**config.mk**
```make
export PLATFORM = sky130hd
export DESIGN_NAME = bsfx_exec_unit
export DESIGN_NICKNAME = d
export VERILOG_FILES = /design/src/shared/bsfx_pkg.sv /design/src/shared/bsfx_alu_if.sv /design/src/bsfx_shift_alu.sv /design/src/bsfx_exec_unit.sv
export SDC_FILE = /design/constraint.sdc
export NUM_CORES = 2
export LEC_CHECK = 0
export BUFFER_PORTS_ARGS = -buffer_cell sky130_fd_sc_hd__buf_2
export CORE_MARGIN = 8
export CORE_UTILIZATION = 45
export DETAILED_ROUTE_END_ITERATION = 8
export SETUP_SLACK_MARGIN = 0.3
export SLEW_MARGIN = 20
export SYNTH_ARGS = -nofsm -noshare
export SYNTH_HDL_FRONTEND = slang
export SYNTH_SLANG_ARGS = --single-unit
```
**constraint.sdc**
```tcl
create_clock -name ref_clk_i -period 27.5 [get_ports ref_clk_i]
set_input_delay 1.375 -clock ref_clk_i [delete_from_list [all_inputs] [get_ports ref_clk_i]]
set_output_delay 1.375 -clock ref_clk_i [all_outputs]
set_load 0.005 [all_outputs]
```
**src/shared/bsfx_pkg.sv**
```systemverilog
package bsfx_pkg;
    // ----------------------------------------
    // register map
    // ----------------------------------------
    localparam int          ADDR_W       = 12;
    localparam logic [11:0] OFS_CMD      = 12'h000;
    localparam logic [11:0] OFS_STATUS   = 12'h004;
    localparam logic [11:0] OFS_FLAGS    = 12'h008;
    localparam logic [11:0] OFS_SP       = 12'h00C;
    localparam logic [3:0]  WIN_WREG     = 4'h1;
    localparam logic [3:0]  WIN_IO       = 4'h2;
    localparam logic [3:0]  WIN_STK      = 4'h3;
    // ----------------------------------------
    // command fields
    // ----------------------------------------
    localparam int CMD_OP_LSB  = 0;
    localparam int CMD_OP_W    = 4;
    localparam int CMD_RD_LSB  = 4;
    localparam int CMD_RD_W    = 5;
    localparam int CMD_BIT_LSB = 9;
    localparam int CMD_BIT_W   = 3;
    localparam int CMD_IO_LSB  = 12;
    localparam int CMD_IO_W    = 5;
    localparam int CMD_W       = 17;
    // ----------------------------------------
    // operation codes
    // ----------------------------------------
    localparam logic [3:0] OP_NOP                 = 4'h0;
    localparam logic [3:0] OP_PUSH                = 4'h1;
    localparam logic [3:0] OP_POP                 = 4'h2;
    localparam logic [3:0] OP_IO_BIT_SET          = 4'h3;
    localparam logic [3:0] OP_IO_BIT_CLEAR        = 4'h4;
    localparam logic [3:0] OP_SHIFT_LEFT_LOGICAL  = 4'h5;
    localparam logic [3:0] OP_SHIFT_RIGHT_LOGICAL = 4'h6;
    localparam logic [3:0] OP_ROTATE_LEFT_CARRY   = 4'h7;
    localparam logic [3:0] OP_ROTATE_RIGHT_CARRY  = 4'h8;
    localparam logic [3:0] OP_SHIFT_RIGHT_ARITH   = 4'h9;
    localparam logic [3:0] OP_NIBBLE_SWAP         = 4'hA;
    localparam logic [3:0] OP_BIT_TO_XFER_FLAG    = 4'hB;
    localparam logic [3:0] OP_XFER_FLAG_TO_BIT    = 4'hC;
    localparam logic [3:0] OP_FLAG_SET            = 4'hD;
    localparam logic [3:0] OP_FLAG_CLEAR          = 4'hE;
    localparam logic [3:0] OP_SLEEP               = 4'hF;
    // ----------------------------------------
    // status flag positions and reset values
    // ----------------------------------------
    localparam int FLG_C = 0;
    localparam int FLG_Z = 1;
    localparam int FLG_N = 2;
    localparam int FLG_V = 3;
    localparam int FLG_S = 4;
    localparam int FLG_H = 5;
    localparam int FLG_T = 6;
    localparam int FLG_I = 7;
    localparam logic [7:0] FLAGS_RST = 8'h00;
    localparam int STS_BUSY  = 0;
    localparam int STS_SLEEP = 1;
    localparam int STS_SP    = 8;
    // ----------------------------------------
    // timing
    // ----------------------------------------
    localparam int CYC_SHORT = 1;
    localparam int CYC_LONG  = 2;
endpackage : bsfx_pkg

```
**src/shared/bsfx_alu_if.sv**
```systemverilog
`timescale 1ns/1ps
interface bsfx_alu_if;
    logic [3:0] op;
    logic [7:0] opnd;
    logic [2:0] bsel;
    logic [7:0] flags;
    logic [7:0] res;
    logic [7:0] flags_n;
    logic       wr_res;
    logic       wr_flags;
    modport exec (output op, opnd, bsel, flags, input res, flags_n, wr_res, wr_flags);
    modport alu  (input op, opnd, bsel, flags, output res, flags_n, wr_res, wr_flags);
endinterface : bsfx_alu_if

```
**src/bsfx_shift_alu.sv**
```systemverilog
`timescale 1ns/1ps
module bsfx_shift_alu (
    bsfx_alu_if.alu a
);
    logic [7:0] r;
    logic [7:0] f;
    logic       c;
    logic       upd;

    // ----------------------------------------
    // shifter and flag logic
    // ----------------------------------------
    always_comb begin
        r   = a.opnd;
        f   = a.flags;
        c   = a.flags[bsfx_pkg::FLG_C];
        upd = 1'b0;
        a.wr_res   = 1'b0;
        a.wr_flags = 1'b0;
        case (a.op)
            bsfx_pkg::OP_SHIFT_LEFT_LOGICAL: begin
                r = {a.opnd[6:0], 1'b0};
                c = a.opnd[7];
                upd = 1'b1;
            end
            bsfx_pkg::OP_SHIFT_RIGHT_LOGICAL: begin
                r = {1'b0, a.opnd[7:1]};
                c = a.opnd[0];
                upd = 1'b1;
            end
            bsfx_pkg::OP_ROTATE_LEFT_CARRY: begin
                r = {a.opnd[6:0], a.flags[bsfx_pkg::FLG_C]};
                c = a.opnd[7];
                upd = 1'b1;
            end
            bsfx_pkg::OP_ROTATE_RIGHT_CARRY: begin
                r = {a.flags[bsfx_pkg::FLG_C], a.opnd[7:1]};
                c = a.opnd[0];
                upd = 1'b1;
            end
            bsfx_pkg::OP_SHIFT_RIGHT_ARITH: begin
                r = {a.opnd[7], a.opnd[7:1]};
                c = a.opnd[0];
                upd = 1'b1;
            end
            bsfx_pkg::OP_NIBBLE_SWAP: begin
                r = {a.opnd[3:0], a.opnd[7:4]};
                a.wr_res = 1'b1;
            end
            bsfx_pkg::OP_BIT_TO_XFER_FLAG: begin
                f[bsfx_pkg::FLG_T] = a.opnd[a.bsel];
                a.wr_flags = 1'b1;
            end
            bsfx_pkg::OP_XFER_FLAG_TO_BIT: begin
                r[a.bsel] = a.flags[bsfx_pkg::FLG_T];
                a.wr_res = 1'b1;
            end
            bsfx_pkg::OP_FLAG_SET: begin
                f[a.bsel] = 1'b1;
                a.wr_flags = 1'b1;
            end
            bsfx_pkg::OP_FLAG_CLEAR: begin
                f[a.bsel] = 1'b0;
                a.wr_flags = 1'b1;
            end
            default: begin
                r = a.opnd;
            end
        endcase
        if (upd) begin
            f[bsfx_pkg::FLG_C] = c;
            f[bsfx_pkg::FLG_Z] = (r == 8'h00);
            f[bsfx_pkg::FLG_N] = r[7];
            f[bsfx_pkg::FLG_V] = r[7] ^ c;
            a.wr_res   = 1'b1;
            a.wr_flags = 1'b1;
        end
        a.res    = r;
        a.flags_n = f;
    end
endmodule : bsfx_shift_alu

```
**src/bsfx_exec_unit.sv**
```systemverilog
`timescale 1ns/1ps
module bsfx_exec_unit #(
    parameter int NUM_WREG  = 32,
    parameter int NUM_IO    = 32,
    parameter int STK_DEPTH = 16
) (
    input  wire logic        ref_clk_i,
    input  wire logic        reset_i,
    input  wire logic        psel_i,
    input  wire logic        penable_i,
    input  wire logic        pwrite_i,
    input  wire logic [11:0] paddr_i,
    input  wire logic [31:0] pwdata_i,
    output logic      [31:0] prdata_o,
    output logic             pready_o,
    output logic             pslverr_o,
    input  wire logic        wake_i,
    output logic             busy_o,
    output logic             sleep_o
);
    localparam int SPW = $clog2(STK_DEPTH);
    localparam logic [SPW-1:0] SP_RST = SPW'(STK_DEPTH - 1);

    typedef enum logic [1:0] {
        BSFX_IDLE,
        BSFX_RUN1,
        BSFX_RUN2
    } bsfx_state_t;

    typedef enum logic [2:0] {
        BSFX_A_CMD,
        BSFX_A_STATUS,
        BSFX_A_FLAGS,
        BSFX_A_SP,
        BSFX_A_WREG,
        BSFX_A_IO,
        BSFX_A_STK,
        BSFX_A_NONE
    } bsfx_area_t;

    // ----------------------------------------
    // state
    // ----------------------------------------
    bsfx_state_t               state_ff;
    bsfx_state_t               nxt_state;
    logic [bsfx_pkg::CMD_W-1:0] cmd_ff;
    logic [bsfx_pkg::CMD_W-1:0] nxt_cmd;
    logic [7:0]                wreg_ff [NUM_WREG];
    logic [7:0]                nxt_wreg [NUM_WREG];
    logic [7:0]                io_ff [NUM_IO];
    logic [7:0]                nxt_io [NUM_IO];
    logic [7:0]                stk_ff [STK_DEPTH];
    logic [7:0]                nxt_stk [STK_DEPTH];
    logic [SPW-1:0]            sp_ff;
    logic [SPW-1:0]            nxt_sp;
    logic [7:0]                flags_ff;
    logic [7:0]                nxt_flags;
    logic                      sleep_ff;
    logic                      nxt_sleep;
    logic                      wk_s1_ff;
    logic                      wk_s2_ff;
    logic [31:0]               prdata_ff;
    logic [31:0]               nxt_prdata;
    logic                      err_ff;
    logic                      nxt_err;

    logic [3:0]                op;
    logic [4:0]                rd;
    logic [2:0]                bsel;
    logic [4:0]                ioa;
    logic                      long_op;
    bsfx_area_t                area;
    logic [5:0]                widx;
    logic                      setup;
    logic                      access;

    bsfx_alu_if alu_bus ();

    // ----------------------------------------
    // address decode
    // ----------------------------------------
    function automatic bsfx_area_t decode(input logic [11:0] a);
        logic [5:0] ix;
        ix = a[7:2];
        decode = BSFX_A_NONE;
        if (a[1:0] != 2'b00) begin
            decode = BSFX_A_NONE;
        end else if (a == bsfx_pkg::OFS_CMD) begin
            decode = BSFX_A_CMD;
        end else if (a == bsfx_pkg::OFS_STATUS) begin
            decode = BSFX_A_STATUS;
        end else if (a == bsfx_pkg::OFS_FLAGS) begin
            decode = BSFX_A_FLAGS;
        end else if (a == bsfx_pkg::OFS_SP) begin
            decode = BSFX_A_SP;
        end else if (a[11:8] == bsfx_pkg::WIN_WREG && 32'(ix) < NUM_WREG) begin
            decode = BSFX_A_WREG;
        end else if (a[11:8] == bsfx_pkg::WIN_IO && 32'(ix) < NUM_IO) begin
            decode = BSFX_A_IO;
        end else if (a[11:8] == bsfx_pkg::WIN_STK && 32'(ix) < STK_DEPTH) begin
            decode = BSFX_A_STK;
        end
    endfunction : decode

    function automatic logic is_long(input logic [3:0] o);
        is_long = (o == bsfx_pkg::OP_PUSH) || (o == bsfx_pkg::OP_POP) ||
                  (o == bsfx_pkg::OP_IO_BIT_SET) || (o == bsfx_pkg::OP_IO_BIT_CLEAR);
    endfunction : is_long

    assign area   = decode(paddr_i);
    assign widx   = paddr_i[7:2];
    assign setup  = psel_i && !penable_i;
    assign access = psel_i && penable_i;

    assign op      = cmd_ff[bsfx_pkg::CMD_OP_LSB +: bsfx_pkg::CMD_OP_W];
    assign rd      = cmd_ff[bsfx_pkg::CMD_RD_LSB +: bsfx_pkg::CMD_RD_W];
    assign bsel    = cmd_ff[bsfx_pkg::CMD_BIT_LSB +: bsfx_pkg::CMD_BIT_W];
    assign ioa     = cmd_ff[bsfx_pkg::CMD_IO_LSB +: bsfx_pkg::CMD_IO_W];
    assign long_op = is_long(op);

    // ----------------------------------------
    // shifter hookup
    // ----------------------------------------
    assign alu_bus.op   = op;
    assign alu_bus.opnd = wreg_ff[rd];
    assign alu_bus.bsel = bsel;
    assign alu_bus.flags = flags_ff;

    bsfx_shift_alu u_alu (
        .a (alu_bus)
    );

    // ----------------------------------------
    // apb read path and error check
    // ----------------------------------------
    always_comb begin
        nxt_prdata = prdata_ff;
        nxt_err    = err_ff;
        if (setup) begin
            nxt_prdata = 32'h0000_0000;
            nxt_err    = 1'b0;
            case (area)
                BSFX_A_CMD:    nxt_prdata = 32'(cmd_ff);
                BSFX_A_STATUS: begin
                    nxt_prdata[bsfx_pkg::STS_BUSY]  = (state_ff != BSFX_IDLE);
                    nxt_prdata[bsfx_pkg::STS_SLEEP] = sleep_ff;
                    nxt_prdata[bsfx_pkg::STS_SP +: SPW] = sp_ff;
                end
                BSFX_A_FLAGS:  nxt_prdata = 32'(flags_ff);
                BSFX_A_SP:     nxt_prdata = 32'(sp_ff);
                BSFX_A_WREG:   nxt_prdata = 32'(wreg_ff[widx[4:0]]);
                BSFX_A_IO:     nxt_prdata = 32'(io_ff[widx[4:0]]);
                BSFX_A_STK:    nxt_prdata = 32'(stk_ff[widx[SPW-1:0]]);
                default:       nxt_err = 1'b1;
            endcase
            if (pwrite_i && area == BSFX_A_STATUS) begin
                nxt_err = 1'b1;
            end
            if (pwrite_i && (state_ff != BSFX_IDLE || sleep_ff)) begin
                nxt_err = 1'b1;
            end
        end
    end

    always_ff @(posedge ref_clk_i or posedge reset_i) begin
        if (reset_i) begin
            prdata_ff <= 32'h0000_0000;
            err_ff    <= 1'b0;
        end else begin
            prdata_ff <= nxt_prdata;
            err_ff    <= nxt_err;
        end
    end

    assign prdata_o  = prdata_ff;
    assign pready_o  = 1'b1;
    assign pslverr_o = access && err_ff;

    // ----------------------------------------
    // execution engine
    // ----------------------------------------
    always_comb begin
        nxt_state = state_ff;
        nxt_cmd   = cmd_ff;
        nxt_wreg  = wreg_ff;
        nxt_io    = io_ff;
        nxt_stk   = stk_ff;
        nxt_sp    = sp_ff;
        nxt_flags = flags_ff;
        nxt_sleep = sleep_ff && !wk_s2_ff;
        if (access && pwrite_i && !err_ff) begin
            case (area)
                BSFX_A_CMD: begin
                    nxt_cmd   = pwdata_i[bsfx_pkg::CMD_W-1:0];
                    nxt_state = BSFX_RUN1;
                end
                BSFX_A_FLAGS: nxt_flags = pwdata_i[7:0];
                BSFX_A_SP:   nxt_sp = pwdata_i[SPW-1:0];
                BSFX_A_WREG: nxt_wreg[widx[4:0]] = pwdata_i[7:0];
                BSFX_A_IO:   nxt_io[widx[4:0]] = pwdata_i[7:0];
                BSFX_A_STK:  nxt_stk[widx[SPW-1:0]] = pwdata_i[7:0];
                default:     nxt_state = state_ff;
            endcase
        end
        case (state_ff)
            BSFX_IDLE: begin
                nxt_sleep = nxt_sleep;
            end
            BSFX_RUN1: begin
                if (long_op) begin
                    nxt_state = BSFX_RUN2;
                end else begin
                    nxt_state = BSFX_IDLE;
                    if (alu_bus.wr_res) begin
                        nxt_wreg[rd] = alu_bus.res;
                    end
                    if (alu_bus.wr_flags) begin
                        nxt_flags = alu_bus.flags_n;
                    end
                    if (op == bsfx_pkg::OP_SLEEP) begin
                        nxt_sleep = 1'b1;
                    end
                end
            end
            BSFX_RUN2: begin
                nxt_state = BSFX_IDLE;
                case (op)
                    bsfx_pkg::OP_PUSH: begin
                        nxt_stk[sp_ff] = wreg_ff[rd];
                        nxt_sp = sp_ff - 1'b1;
                    end
                    bsfx_pkg::OP_POP: begin
                        nxt_sp = sp_ff + 1'b1;
                        nxt_wreg[rd] = stk_ff[SPW'(sp_ff + 1'b1)];
                    end
                    bsfx_pkg::OP_IO_BIT_SET: begin
                        nxt_io[ioa][bsel] = 1'b1;
                    end
                    bsfx_pkg::OP_IO_BIT_CLEAR: begin
                        nxt_io[ioa][bsel] = 1'b0;
                    end
                    default: begin
                        nxt_sp = sp_ff;
                    end
                endcase
            end
            default: begin
                nxt_state = BSFX_IDLE;
            end
        endcase
    end

    always_ff @(posedge ref_clk_i or posedge reset_i) begin
        if (reset_i) begin
            state_ff <= BSFX_IDLE;
            cmd_ff   <= '0;
            sp_ff    <= SP_RST;
            flags_ff <= bsfx_pkg::FLAGS_RST;
            sleep_ff <= 1'b0;
            for (int i = 0; i < NUM_WREG; i++) begin
                wreg_ff[i] <= 8'h00;
            end
            for (int i = 0; i < NUM_IO; i++) begin
                io_ff[i] <= 8'h00;
            end
            for (int i = 0; i < STK_DEPTH; i++) begin
                stk_ff[i] <= 8'h00;
            end
        end else begin
            state_ff <= nxt_state;
            cmd_ff   <= nxt_cmd;
            sp_ff    <= nxt_sp;
            flags_ff <= nxt_flags;
            sleep_ff <= nxt_sleep;
            wreg_ff  <= nxt_wreg;
            io_ff    <= nxt_io;
            stk_ff   <= nxt_stk;
        end
    end

    // ----------------------------------------
    // wake synchroniser
    // ----------------------------------------
    always_ff @(posedge ref_clk_i or posedge reset_i) begin
        if (reset_i) begin
            wk_s1_ff <= 1'b0;
            wk_s2_ff <= 1'b0;
        end else begin
            wk_s1_ff <= wake_i;
            wk_s2_ff <= wk_s1_ff;
        end
    end

    assign busy_o  = (state_ff != BSFX_IDLE);
    assign sleep_o = sleep_ff;
endmodule : bsfx_exec_unit

```
==> results.ini <==
[outcome]
outcome=complete, no violations

[worst_setup_path]
cp-end-kind=register
cp-start-kind=register
critPathKind=reg -> reg
cp_max_fo=55
r2r_cells=11
cp.required_ns=28.01
arrival_ns=7.80

[route]
m1WireLength_um=72130
wl_per_cell_um=31.48
met3_length_um=20320
routed.top_layer=met5
dr_wl_met2_um=79800
firstDrtPassIters=7
viasPerCell=6.816
finalWirelength_um=182900
ant_nets=0
drt-initial-drc-count=5681
via_count=39593
drc=0

[pwr]
seqPwrFrac_pct=45.4
leakage_nw=17.69
power.share.combinational_pct=4.9
clkPwrFrac_pct=49.7
peakVddDrop_v=0.00006248
powerDensity_mw_per_mm2=45.90
p_int_mw=1.693
p_sw_uw=573.9
p_sw_share_pct=25.31

[floorplan]
core_mm2=0.1003
num_rows=116
die_y_um=334.3
dieArea_mm2=0.1117
die_w_um=334.3
start_util_pct=45.45
io_pins=86

[place]
pre_cts_ws_ns=20.59
io_buffer_count=54
gp_congestion=0.9966
placed_area_mm2=0.04661
dp_cells=5645
post-dp-hpwl_um=115900

[timing]
hold_viol=0
period_minus_slack_ns=7.288
max_freq_mhz=137.2
maxSlewHeadroom_pct=12.30
setup_violations=0
layout_setup_ws_ns=20.21
grt_setup_unrepaired=false
tightest_slew_ns=1.305
maxSlewViolCount=0
finalSetupTns_ns=0
skew_ns=0.02796
period_share_pct=26.50

[logic_synthesis]
yosys.area.top_type=dfrtp_1
async_flop_share_pct=100.0
synth-main-ff-cell=dfrtp_1
syn_avg_cell_area_um2=10.01
ys_top_cells_by_area=dfrtp_1, mux2i_1, mux4_2, o22ai_1, nor2_1
synthCells=4553
synth_edf_count=0
yosysSeqAreaShare_pct=38.00
yosysTopAreaCellShare_pct=37.77
ys_types=90
ys_seq_elements=692
syn_area_mm2=0.04558
synth_warnings=0

[min_path]
min_path_cells=0
min_path_type=reg -> reg

[grt]
first_global_vias=37037
grt_pass1_wl_um=264700
grt_max_degree=161
overflow=0
grt_util_all_layers_pct=31.52
antenna_found_initial=7

[cts]
clk_latency_ns=0.69
cts_tree=yes
cts-htree-levels=3
root_buffer=clkbuf_16
numCtsBuffers=83
ctsHoldBuffers=0
cts.clk_slew.worst_paths_ns=0.06
post_cts_buffers=0
cts_buffer_depth=3
cts_resized=0
clock_sinks=692

[final_layout]
multi_input_area_mm2=0.02644
syn_to_final_growth_pct=8.375
seq_area_mm2=0.01733
fillerInstances=9288
final_nets=4441
drive_above_1_share_pct=17.34
final_cells=5809
design_area_mm2=0.04940

[flow_run]
max_cap_viol_count=0

-- power by group through the flow --
stage | Clock [mW] | Sequential, mW | Combinational [mW]
6_report | 1.13 | 1.03 | 0.112
5_1_grt | 1.17 | 1.03 | 0.118
4_1_cts | 1.13 | 1.03 | 0.111
3_5_place_dp | 0 | 1.05 | 0.111
3_3_place_gp | 0 | 1.05 | 0.110
2_1_floorplan | 0 | 1.05 | 0.0717
-- placed cells by master, fill, tap and decap left out, types with 9 or more instances in the layout --
cell       count
conb_1        16
nor2_1       551
clkbuf_1      21
o32ai_1       32
clkbuf_2      10
a21oi_1      195
mux2i_1      660
nor2b_1       15
mux4_2       233
buf_4        100
o21ai_0      160
nand2b_1      15
and2_1        13
nand3_1       65
o21ai_1        9
clkbuf_16     83
nor4_1        10
inv_1         14
nand2_1      521
buf_2         52
o221ai_1      62
clkbuf_8      21
mux2_2       110
nor2_4        19
a221oi_1      33
o22ai_1      456
nor3_1        19
clkinv_2      11
dfrtp_1      687
o221ai_2      39
-- kinds of logic after synthesis --
logic type,after synthesis,share of synthesized area (%)
adder cells (fa/ha/maj),7,0.1921
AND/OR/NAND/NOR,1328,12.93
flip-flops,692,38.00
other,2,0.01648
AO/OA/AOI/OAI,1060,15.46
multiplexers,1008,28.85
XOR/XNOR,5,0.09609
buffers and inverters,451,4.455
-- metal layers --
metal,up-vias,track usage [%]
met2,2640,46.59
met3,499,8.131
li1,16772,-
met5,-,0
met4,2,16.10
met1,19680,42.64
-- cell type report --
class / count / share of cell area, %
Antenna cell: 6 / 0.03039
Clock buffer: 124 / 4.921
Clock inverter: 23 / 0.5471
Multi-Input combinational cell: 3424 / 53.52
Sequential cell: 692 / 35.07
Inverter: 16 / 0.1418
Tap cell: 1357 / 3.437
Timing Repair Buffer: 167 / 2.328
-- stage by stage --
| stage | total power [mW] | utilization (%) | hold WS [ns] |
|---|---|---|---|
| after floorplan | 1.118 | - | 0.3312 |
| after global placement | 1.157 | 46.44 | 0.3345 |
| after detailed placement | 1.157 | 46.48 | 0.3358 |
| after CTS | 2.270 | 49.17 | 0.3491 |
| after global routing | 2.317 | 49.24 | 0.3621 |
| final | 2.267 | 49.26 | 0.3459 |
-- cells in the mapped netlist, types with 8 or more instances --
cell	n
a211oi_1	9
a21oi_1	195
a221oi_1	34
and2_1	12
buf_1	45
buf_2	56
buf_4	22
buf_6	23
clkbuf_1	287
dfrtp_1	688
inv_1	16
mux2_2	110
mux2i_1	660
mux4_2	233
nand2_1	521
nand2b_1	15
nand3_1	65
nor2_1	552
nor2_4	19
nor2_8	8
nor2b_1	15
nor3_1	20
nor4_1	12
o21ai_0	160
o21ai_1	13
o221ai_1	62
o221ai_2	39
o22ai_1	456
o32ai_1	32
-- worst paths after layout --
path / from / endpoint / slack [ns]
worst max-delay path: cmd_ff[4]$_DFFE_PP0P_ / wreg_ff[161]$_DFF_PP0_ / 20.21
worst min-delay path: wk_s1_ff$_DFF_PP0_ / wk_s2_ff$_DFF_PP0_ / 0.35
worst max register to register: cmd_ff[4]$_DFFE_PP0P_ / wreg_ff[161]$_DFF_PP0_ / 20.21
worst min register to register: wk_s1_ff$_DFF_PP0_ / wk_s2_ff$_DFF_PP0_ / 0.35
max in group asynchronous: reset_i / stk_ff[49]$_DFF_PP0_ / 22.91
min in group asynchronous: reset_i / io_ff[206]$_DFF_PP0_ / 0.81
-- worst max-delay path, stage by stage (launching register included) --
cell	delay (ns)
dfrtp_4	0.83
buf_4	0.85
buf_4	0.89
mux2i_1	0.57
o22ai_1	0.27
nor4_2	0.77
nand2_1	0.91
a22o_1	0.48
a221o_1	0.36
nand3_2	0.09
buf_4	0.63
o221ai_1	0.24
-- registers in the layout, summed over array words and instances (netlist names), named ones only --
signal         count
err_ff             1
stk_ff           128
state_ff           2
wreg_ff          256
io_ff            256
sleep_o            1
wk_s1_ff           1
alu_bus.flags      1
sp_ff              4
cmd_ff            17
wk_s2_ff           1
prdata_o          17
Note: power is estimated with default switching activity, not from simulation.
